[src/logic/lrdcp_pkg.sv]
// Constants and types for the low latency dram command port
package lrdcp_pkg;
  localparam int unsigned BANK_W = 3;
  localparam int unsigned ADDR_W = 22;
  localparam int unsigned MR_W   = 18;
  localparam int unsigned DQ_W   = 9;
  localparam int unsigned IDX_W  = 7;
  localparam int unsigned MEM_D  = 128;
  localparam int unsigned PIPE_D = 12;
  localparam logic [MR_W-1:0] MODE_RST = 18'h00000;
  localparam int unsigned MR_RL_LSB = 0;
  localparam int unsigned MR_BL_LSB = 3;
  localparam int unsigned MR_SPLIT  = 5;
  localparam int unsigned MR_DLL    = 7;
  localparam logic [3:0] RL_BASE = 4'h3;
  localparam logic [3:0] BL_2    = 4'h2;
  localparam logic [3:0] BL_4    = 4'h4;
  localparam logic [3:0] BL_8    = 4'h8;

  typedef enum logic [2:0] {
    OP_IDLE  = 3'b000,
    OP_MODE  = 3'b001,
    OP_READ  = 3'b010,
    OP_WRITE = 3'b011,
    OP_REF   = 3'b100
  } lrdcp_op_t;

  typedef enum logic {
    PH_ONE = 1'b0,
    PH_TWO = 1'b1
  } lrdcp_ph_t;

  typedef struct packed {
    logic              cs_b;
    logic              we_b;
    logic              ref_b;
    logic [BANK_W-1:0] bank;
    logic [ADDR_W-1:0] addr;
  } lrdcp_cmd_t;

  typedef struct packed {
    logic             vld;
    logic             wr;
    logic [IDX_W-1:0] idx;
  } lrdcp_slot_t;

  typedef struct packed {
    logic [IDX_W-1:0] idx;
    logic [DQ_W-1:0]  data;
    logic             mask;
  } lrdcp_beat_t;

  typedef struct packed {
    logic [MR_W-1:0]               mode;
    lrdcp_ph_t                     phase;
    logic                          ph_wr;
    logic [BANK_W-1:0]             ph_bank;
    logic [1:0]                    ph_ax;
    lrdcp_slot_t [PIPE_D-1:0]      pipe;
    logic [3:0]                    rleft;
    logic [IDX_W-1:0]              ridx;
    logic [DQ_W-1:0]               q;
    logic                          qoe;
    logic                          vld;
    logic                          stuck;
    logic                          echo;
    logic                          echo_b;
    logic [3:0]                    wleft;
    logic [IDX_W-1:0]              widx;
    logic [2:0]                    dk;
    logic [1:0][DQ_W-1:0]          dsy;
    logic [1:0]                    msy;
    logic [1:0]                    ok;
    lrdcp_beat_t [1:0]             fifo;
    logic                          wp;
    logic                          rp;
    logic [1:0]                    cnt;
    logic                          wrdy;
    logic                          ovr;
    logic [BANK_W-1:0]             rbank;
    logic                          rpulse;
  } lrdcp_st_t;
endpackage

[src/logic/lrdcp_core.sv]
// Command decode, read and write bursts of the low latency dram port
//
// Summary of operation
// RQ1: Deselect starts nothing, running bursts continue
// RQ2: Read is select low, write and refresh high
// RQ3: Write is select and write low, refresh high
// RQ4: All low loads mode, write-only-high refreshes
// RQ5: Commands and address taken on rising clock
// RQ6: Single mode: controller sends full address
// RQ7: Split mode: second half taken next edge
// RQ8: Read data appears read latency after command
// RQ9: Data and valid aligned to echo clocks
// RQ10: Valid rises half cycle before first data; code raises it one full cycle before
// RQ11: Valid falls on the final burst beat
// RQ12: Data outputs released when burst ends idle
// RQ13: Echo clocks toggle all the time; code holds them while ce_i is low
// RQ14: Back to back reads give gapless data
// RQ15: Bad clock level holds valid until read
// RQ16: Write data taken one cycle after latency
// RQ17: Masked write beat leaves memory unchanged
// RQ18: Write data sampled on write data clock
// RQ19: Controller idles once between read and write
// RQ20: Refresh uses bank only, back to back
// RQ21: Controller waits row cycle after refresh
// RQ22: Mode load uses address bits 0 to 17
// RQ23: Split mode adds one cycle to latencies
// RQ24: Controller keeps row cycle of 3 or 4
// RQ25: Controller waits 1024 cycles after lock reset
// RQ26: Controller keeps one row timer per bank
// RQ27: Controller checks valid flag timing
`timescale 1ns/1ps
module lrdcp_core (
  input  wire logic                       clock_i,
  input  wire logic                       rst_b_i,
  input  wire logic                       ce_i,
  input  wire lrdcp_pkg::lrdcp_cmd_t      cmd_i,
  input  wire logic [lrdcp_pkg::DQ_W-1:0] d_i,
  input  wire logic                       write_mask_i,
  input  wire logic                       write_data_clock_i,
  input  wire logic                       ck_level_ok_i,
  output logic [lrdcp_pkg::DQ_W-1:0]      q_o,
  output logic                            q_oe_o,
  output logic                            read_valid_flag_o,
  output logic                            read_echo_clock_o,
  output logic                            read_echo_clock_b_o,
  output logic                            write_ready_o,
  output logic                            write_overrun_o,
  output logic [lrdcp_pkg::BANK_W-1:0]    refresh_bank_o,
  output logic                            refresh_pulse_o,
  output logic                            dll_reset_o
);
  import lrdcp_pkg::*;

  lrdcp_st_t        s_q;
  lrdcp_st_t        s_d;
  lrdcp_op_t        op;
  lrdcp_slot_t      slot;
  logic [3:0]       rl;
  logic [3:0]       bl;
  logic [3:0]       rleft_now;
  logic [IDX_W-1:0] ridx_now;
  logic             launch;
  logic             early;
  logic             wstart;
  logic             beat;
  logic             dk_edge;
  logic             take;
  logic             drain;
  logic             mem_we;
  logic [DQ_W-1:0]  mem [MEM_D];

  // Command pin decode
  function automatic lrdcp_op_t f_decode(input lrdcp_cmd_t c);
    if (c.cs_b) begin
      return OP_IDLE;
    end
    case ({c.we_b, c.ref_b})
      2'b00:   return OP_MODE;
      2'b11:   return OP_READ;
      2'b01:   return OP_WRITE;
      2'b10:   return OP_REF;
      default: return OP_IDLE;
    endcase
  endfunction

  // Read latency from mode field
  function automatic logic [3:0] f_rl(input logic [MR_W-1:0] m);
    return RL_BASE + {1'b0, m[MR_RL_LSB+:3]};
  endfunction

  // Burst length from mode field
  function automatic logic [3:0] f_bl(input logic [MR_W-1:0] m);
    case (m[MR_BL_LSB+:2])
      2'b00:   return BL_2;
      2'b01:   return BL_4;
      default: return BL_8;
    endcase
  endfunction

  // Next word inside the same bank
  function automatic logic [IDX_W-1:0] f_next(input logic [IDX_W-1:0] i);
    return {i[IDX_W-1:4], i[3:0] + 4'h1};
  endfunction

  // Next state of the whole port
  always_comb begin
    s_d       = s_q;
    slot      = '0;
    op        = OP_IDLE;
    rl        = f_rl(s_q.mode);
    bl        = f_bl(s_q.mode);
    rleft_now = s_q.rleft;
    ridx_now  = s_q.ridx;
    beat      = 1'b0;
    take      = 1'b0;
    s_d.rpulse = 1'b0;
    // Input synchronisers
    s_d.dk     = {s_q.dk[1:0], write_data_clock_i};
    s_d.dsy[0] = d_i;
    s_d.dsy[1] = s_q.dsy[0];
    s_d.msy    = {s_q.msy[0], write_mask_i};
    s_d.ok     = {s_q.ok[0], ck_level_ok_i};
    dk_edge    = s_q.dk[1] & ~s_q.dk[2]; // see RQ18
    // Command slot, second half or fresh decode
    if (s_q.phase == PH_TWO) begin
      slot.vld  = 1'b1;
      slot.wr   = s_q.ph_wr;
      slot.idx  = {s_q.ph_bank, cmd_i.addr[1:0], s_q.ph_ax}; // see RQ7
      s_d.phase = PH_ONE;
    end else begin
      op = f_decode(cmd_i); // see RQ1
      case (op)
        OP_MODE: begin
          s_d.mode = cmd_i.addr[MR_W-1:0]; // see RQ4 see RQ22
        end
        OP_READ, OP_WRITE: begin
          if (s_q.mode[MR_SPLIT]) begin
            s_d.phase   = PH_TWO; // see RQ23
            s_d.ph_wr   = (op == OP_WRITE);
            s_d.ph_bank = cmd_i.bank;
            s_d.ph_ax   = cmd_i.addr[1:0];
          end else begin
            slot.vld = 1'b1; // see RQ2 see RQ3
            slot.wr  = (op == OP_WRITE);
            slot.idx = {cmd_i.bank, cmd_i.addr[3:0]}; // see RQ5
          end
        end
        OP_REF: begin
          s_d.rbank  = cmd_i.bank; // see RQ20
          s_d.rpulse = 1'b1;
        end
        default: ;
      endcase
    end
    // Latency line shared by reads and writes
    s_d.pipe[PIPE_D-1:1] = s_q.pipe[PIPE_D-2:0];
    s_d.pipe[0]          = slot;
    launch = s_q.pipe[rl-4'h1].vld & ~s_q.pipe[rl-4'h1].wr; // see RQ8
    early  = s_q.pipe[rl-4'h2].vld & ~s_q.pipe[rl-4'h2].wr;
    wstart = s_q.pipe[rl].vld & s_q.pipe[rl].wr; // see RQ16
    // Read burst; a new launch takes over any beats still left
    if (launch) begin
      rleft_now = bl; // see RQ14
      ridx_now  = s_q.pipe[rl-4'h1].idx;
    end
    if (rleft_now != 4'h0) begin
      beat      = 1'b1;
      s_d.q     = mem[ridx_now];
      s_d.ridx  = f_next(ridx_now);
      s_d.rleft = rleft_now - 4'h1;
    end
    s_d.qoe   = beat; // see RQ12
    s_d.stuck = (s_q.stuck | (~s_q.ok[1] & s_q.vld)) & (op != OP_READ); // see RQ15
    s_d.vld   = early | (beat & (rleft_now > 4'h1)) | s_d.stuck; // see RQ10 see RQ11
    s_d.echo   = ~s_q.echo; // see RQ13
    s_d.echo_b = s_q.echo; // see RQ9
    // Write window counts write clock edges
    if (wstart) begin
      s_d.wleft = bl;
      s_d.widx  = s_q.pipe[rl].idx;
    end else if ((s_q.wleft != 4'h0) && dk_edge) begin
      take      = 1'b1; // see RQ18
      s_d.wleft = s_q.wleft - 4'h1;
      s_d.widx  = f_next(s_q.widx);
    end
    // Two entry buffer, drained when the array is free
    drain  = (s_q.cnt != 2'h0) & ~beat;
    mem_we = drain & ~s_q.fifo[s_q.rp].mask; // see RQ17
    if (drain) begin
      s_d.rp = ~s_q.rp;
    end
    if (take && (s_q.cnt != 2'h2)) begin
      s_d.fifo[s_q.wp] = '{idx: s_q.widx, data: s_q.dsy[1], mask: s_q.msy[1]};
      s_d.wp           = ~s_q.wp;
    end else if (take) begin
      s_d.ovr = 1'b1;
    end
    case ({take && (s_q.cnt != 2'h2), drain})
      2'b10:   s_d.cnt = s_q.cnt + 2'h1;
      2'b01:   s_d.cnt = s_q.cnt - 2'h1;
      default: s_d.cnt = s_q.cnt;
    endcase
    s_d.wrdy = (s_d.cnt != 2'h2);
  end

  // State register, frozen while the enable is low
  always_ff @(posedge clock_i or negedge rst_b_i) begin
    if (!rst_b_i) begin
      s_q      <= '0;
      s_q.mode <= MODE_RST;
    end else if (ce_i) begin
      s_q <= s_d;
    end
  end

  // Storage array write port
  always_ff @(posedge clock_i) begin
    if (ce_i && mem_we) begin
      mem[s_q.fifo[s_q.rp].idx] <= s_q.fifo[s_q.rp].data;
    end
  end

  // Outputs straight from state
  assign q_o                 = s_q.q;
  assign q_oe_o              = s_q.qoe;
  assign read_valid_flag_o   = s_q.vld;
  assign read_echo_clock_o   = s_q.echo;
  assign read_echo_clock_b_o = s_q.echo_b;
  assign write_ready_o       = s_q.wrdy;
  assign write_overrun_o     = s_q.ovr;
  assign refresh_bank_o      = s_q.rbank;
  assign refresh_pulse_o     = s_q.rpulse;
  assign dll_reset_o         = s_q.mode[MR_DLL];
endmodule

[config.mk]
export PLATFORM = sky130hd
export DESIGN_NAME = lrdcp_core
export DESIGN_NICKNAME = d
export VERILOG_FILES = /design/src/logic/lrdcp_pkg.sv /design/src/logic/lrdcp_core.sv
export SDC_FILE = /design/constraint.sdc
export NUM_CORES = 2
export LEC_CHECK = 0
export BUFFER_PORTS_ARGS = -buffer_cell sky130_fd_sc_hd__buf_2
export CAP_MARGIN = 20
export CORE_UTILIZATION = 42
export DETAILED_ROUTE_END_ITERATION = 10
export PLACE_DENSITY = 0.57
export SLEW_MARGIN = 25
export SYNTH_ARGS = -nofsm -noshare
export SYNTH_HDL_FRONTEND = slang
export SYNTH_SLANG_ARGS = --single-unit
[constraint.sdc]
create_clock -name clock_i -period 5.15 [get_ports clock_i]
set_input_delay 0.515 -clock clock_i [delete_from_list [all_inputs] [get_ports clock_i]]
set_output_delay 0.515 -clock clock_i [all_outputs]
set_load 0.01 [all_outputs]
==> results.sh <==
export IMPL_wirelength_um=143000
export IMPL_core_area_mm2=0.1336
export IMPL_drive_above_1_share=0.2077
export IMPL_worst_slew_pin_slew_ns=0.9966
export IMPL_rows=134
export IMPL_cts_setup_buffers=0
export IMPL_status="finished with violations"
export IMPL_crit_family="simple AND/OR/NAND/NOR gates"
export IMPL_intPower_uw=27900
export IMPL_cts_buffer_depth=3
export IMPL_fmax_ghz=0.1958
export IMPL_ys_top_cells_by_area="edfxtp_1, dfrtp_1, nand2_1"
export IMPL_cp_cell_sequence="inv_2, ha_2, xnor2_4, inv_1, ha_1, or3_1, nand3_1, mux2_4, nor3_1, a21oi_1, ha_1, nor3b_1, mux2i_1, buf_4, nand2_1, a222oi_1, nand3_1, nand3b_1"
export IMPL_regArea_mm2=0.04028
export IMPL_place_area_mm2=0.06005
export IMPL_synth_seq_cells=1379
export IMPL_die_area_mm2=0.1364
export IMPL_grt_max_degree=129
export IMPL_p_switching_uw=18880
export IMPL_final_area_mm2=0.06570
export IMPL_maxCapViolations=0
export IMPL_synth_area_leader_cell="edfxtp_1"
export IMPL_num_vias=33930
export IMPL_path_depth=18
export IMPL_multi_input_area_mm2=0.01576
export IMPL_power_uw=46780
export IMPL_async_flop_share=0.1646
export IMPL_syn_to_final_growth_pct=15.91
export IMPL_ant_nets=0
export IMPL_synth_top_family_by_area="simple AND/OR/NAND/NOR gates"
export IMPL_finalSetupViolations=0
export IMPL_portBuffers=47
export IMPL_synth_distinct_cells=74
export IMPL_cellLeakagePower_uw=0.02284
export IMPL_hp_class="input port to flip-flop"
export IMPL_required_ns=5.80
export IMPL_synth_edf_count=1152
export IMPL_drt_pass1_iterations=10
export IMPL_fin_cells=6091
export IMPL_hpwl_um=88150
export IMPL_grt_antenna_before_repair=1
export IMPL_grt_ovfl_total=0
export IMPL_grt_usage=0.2106
export IMPL_hold_viol=0
export IMPL_clkPwrFrac=0.224
export IMPL_dp_cells=5794
export IMPL_cts_tree="built"
export IMPL_synth_fp_nets=4063
export IMPL_switching_share=0.4037
export IMPL_cts_root_buf="clkbuf_16"
export IMPL_fin_setup_tns_ns=0
export IMPL_start_util=0.4242
export IMPL_synth_top_area_share=0.6103
export IMPL_hold_path_depth=3
export IMPL_synthMuxAreaShare=0.09234
export IMPL_synthAdderAreaFrac=0.001987
export IMPL_clock_latency_ns=0.79
export IMPL_cp_arrival_ns=5.75
export IMPL_combPwrFrac=0.448
export IMPL_r2r_cells=18
export IMPL_antenna_cells=0
export IMPL_ys_warn_count=0
export IMPL_synth_flop_cell="edfxtp_1"
export IMPL_avgSynthCellArea_um2=14.13
export IMPL_die_width_um=369.4
export IMPL_synth_area_mm2=0.05668
export IMPL_min_period_ns=5.106
export IMPL_power_frac_seq=0.328
export IMPL_cts_max_level=4
export IMPL_finalNetCount=4251
export IMPL_synth_seq_area_share=0.7106
export IMPL_critPathSlowestCell="a222oi_1"
export IMPL_yosys_area_share_xor_xnor=0.002340
export IMPL_finalCritPeriodShare=0.9915
export IMPL_cp_max_fo=10
export IMPL_die_h_um=369.4
export IMPL_n_fill_cell=11370
export IMPL_boundaryPins=63
export IMPL_report_final_slew_viol_count=0
export IMPL_cp_end_kind="flip-flop"
export IMPL_clkSinkCount=1379
export IMPL_path_buf_inv=3
export IMPL_drtIter0Drc=3236
export IMPL_powerDensity_mw_per_mm2=712.1
export IMPL_max_stage_delay_ns=0.67
export IMPL_syn_inst=4011
export IMPL_clk_pin_slew_ns=0.06
export IMPL_route_detailed_drc=2
export IMPL_hold_ws_ns=0.1306
export IMPL_finClkSkew_ns=0.02079
export IMPL_synthSimpleGateAreaFrac=0.1053
export IMPL_slew_headroom=0.3356
export IMPL_grt_pass1_wl_um=213800
export IMPL_cts_buffers=147
export IMPL_synth_compound_area_frac=0.06331
export IMPL_vdd_ir_drop_max_mv=0.7697
export IMPL_wl_per_cell_um=23.48
export IMPL_vias_per_cell=5.570
export IMPL_startpoint_type="flip-flop"
export IMPL_gp_congestion=0.8824
export IMPL_grt_pass1_vias=33360
export IMPL_setup_worst_path_class="flip-flop to flip-flop"
export IMPL_violations="design-rule violations"
export IMPL_rsz0062_at_grt="true"
==> through the flow <==
step           utilization  worst slack, ns
2_1_floorplan            -         -0.06410
3_3_place_gp        0.4493          -0.1228
3_5_place_dp        0.4494         -0.08776
4_1_cts             0.4871         -0.07803
5_1_grt             0.4916          -0.1093
6_report            0.4916          0.04383
==> logic make-up after synthesis <==
| logic type | Yosys count |
|---|---|
| compound gates | 541 |
| fa+ha+maj | 9 |
| buf+inv | 280 |
| flops | 1379 |
| mux | 391 |
| xor+xnor | 13 |
| simple gates | 1398 |
==> power groups by stage <==
stage | combinational (uW) | clock [uW] | sequential (uW)
after floorplan | 12700 | 0 | 15400
after global placement | 20600 | 0 | 15500
after detailed placement | 20800 | 0 | 15600
after CTS | 20900 | 10700 | 15400
after global routing | 22500 | 11100 | 15500
final | 21000 | 10500 | 15400
==> per-layer routing <==
layer | vias up | track usage | wire length [um]
met5 | - | 0 | 0
met4 | 0 | 0.06950 | 3670
met3 | 211 | 0.03490 | 9174
met2 | 1013 | 0.3315 | 67670
met1 | 17230 | 0.2974 | 62500
li1 | 15480 | - | -
==> tightest hold or removal path, delay by kind of cell <==
kind	cells	cell delay (ns)
AO/OA/AOI/OAI	1	0.14
buffers and inverters	1	0.12
AND/OR/NAND/NOR	1	0.10
==> cells in the final DEF, fill, tap and decap left out, types with 20 or more instances in the layout <==
cell | synthesis | layout
dfrtp_1 | 227 | 226
a221oi_1 | 43 | 43
o21ai_0 | 57 | 57
nand2_1 | 801 | 799
dlygate4sd3_1 | 0 | 23
a21oi_1 | 225 | 225
nor2_2 | 4 | 49
o22ai_1 | 23 | 23
clkbuf_1 | 90 | 43
inv_1 | 35 | 35
mux4_2 | 86 | 86
nand2b_1 | 22 | 22
nor2_1 | 180 | 86
buf_4 | 38 | 174
mux2i_1 | 115 | 114
clkbuf_16 | 0 | 153
buf_2 | 91 | 45
nor2_4 | 3 | 52
a22oi_1 | 20 | 20
mux2_2 | 188 | 179
nand3_1 | 296 | 296
edfxtp_1 | 1152 | 1152
clkinv_2 | 0 | 27
buf_12 | 0 | 35
==> final cells by class <==
class | instances | share of cell area
Timing Repair Buffer | 281 | 0.03847
Tap cell | 1768 | 0.03367
Clock inverter | 71 | 0.01065
Sequential cell | 1379 | 0.6131
Multi-Input combinational cell | 2352 | 0.2398
Clock buffer | 202 | 0.06199
Inverter | 38 | 0.002285
==> cells in the mapped netlist, drive strengths merged, types with 11 or more instances <==
cell type,n
nand2,805
a31oi,19
a22oi,20
o22ai,23
mux2i,116
o32ai,18
o21ai,58
a21oi,225
a221o,11
nor2,187
clkbuf,90
a32oi,19
mux4,86
nand3b,11
dfrtp,227
a211o,11
a22o,13
nand3,298
inv,38
a221oi,44
nand2b,22
nor4,11
edfxtp,1152
buf,152
mux2,189
nand4,17
o22a,14
==> registers in the layout (all words and copies together) (netlist names) <==
name and cells:
dll_reset_o 1, mem 1152, q_o 9, q_oe_o 1, read_echo_clock_b_o 1, read_echo_clock_o 1, read_valid_flag_o 1, refresh_bank_o 3
refresh_pulse_o 1, s_d 112, s_q 95, write_overrun_o 1, write_ready_o 1
==> repair_timing <==
item                                   4_1_cts  5_1_grt
gates resized for setup                     11      151
gates cloned                                 0        0
endpoints found under the hold margin      118        0
setup endpoints to repair                   83      963
pin swaps                                    0        2
hold buffers                                23        0
==> worst paths after layout <==
path | to | from | slack [ns]
setup / recovery | q_o[6] | s_q[220] | 0.04
hold / removal | s_q[218] | cmd_i[25] | 0.13
setup reg to reg | q_o[6] | s_q[220] | 0.04
hold reg to reg | write_overrun_o | write_overrun_o | 0.47
max in group asynchronous | s_q[104] | rst_b_i | 3.76
min in group asynchronous | s_d[58] | rst_b_i | 0.31
Power figures use the tool's default switching activity.
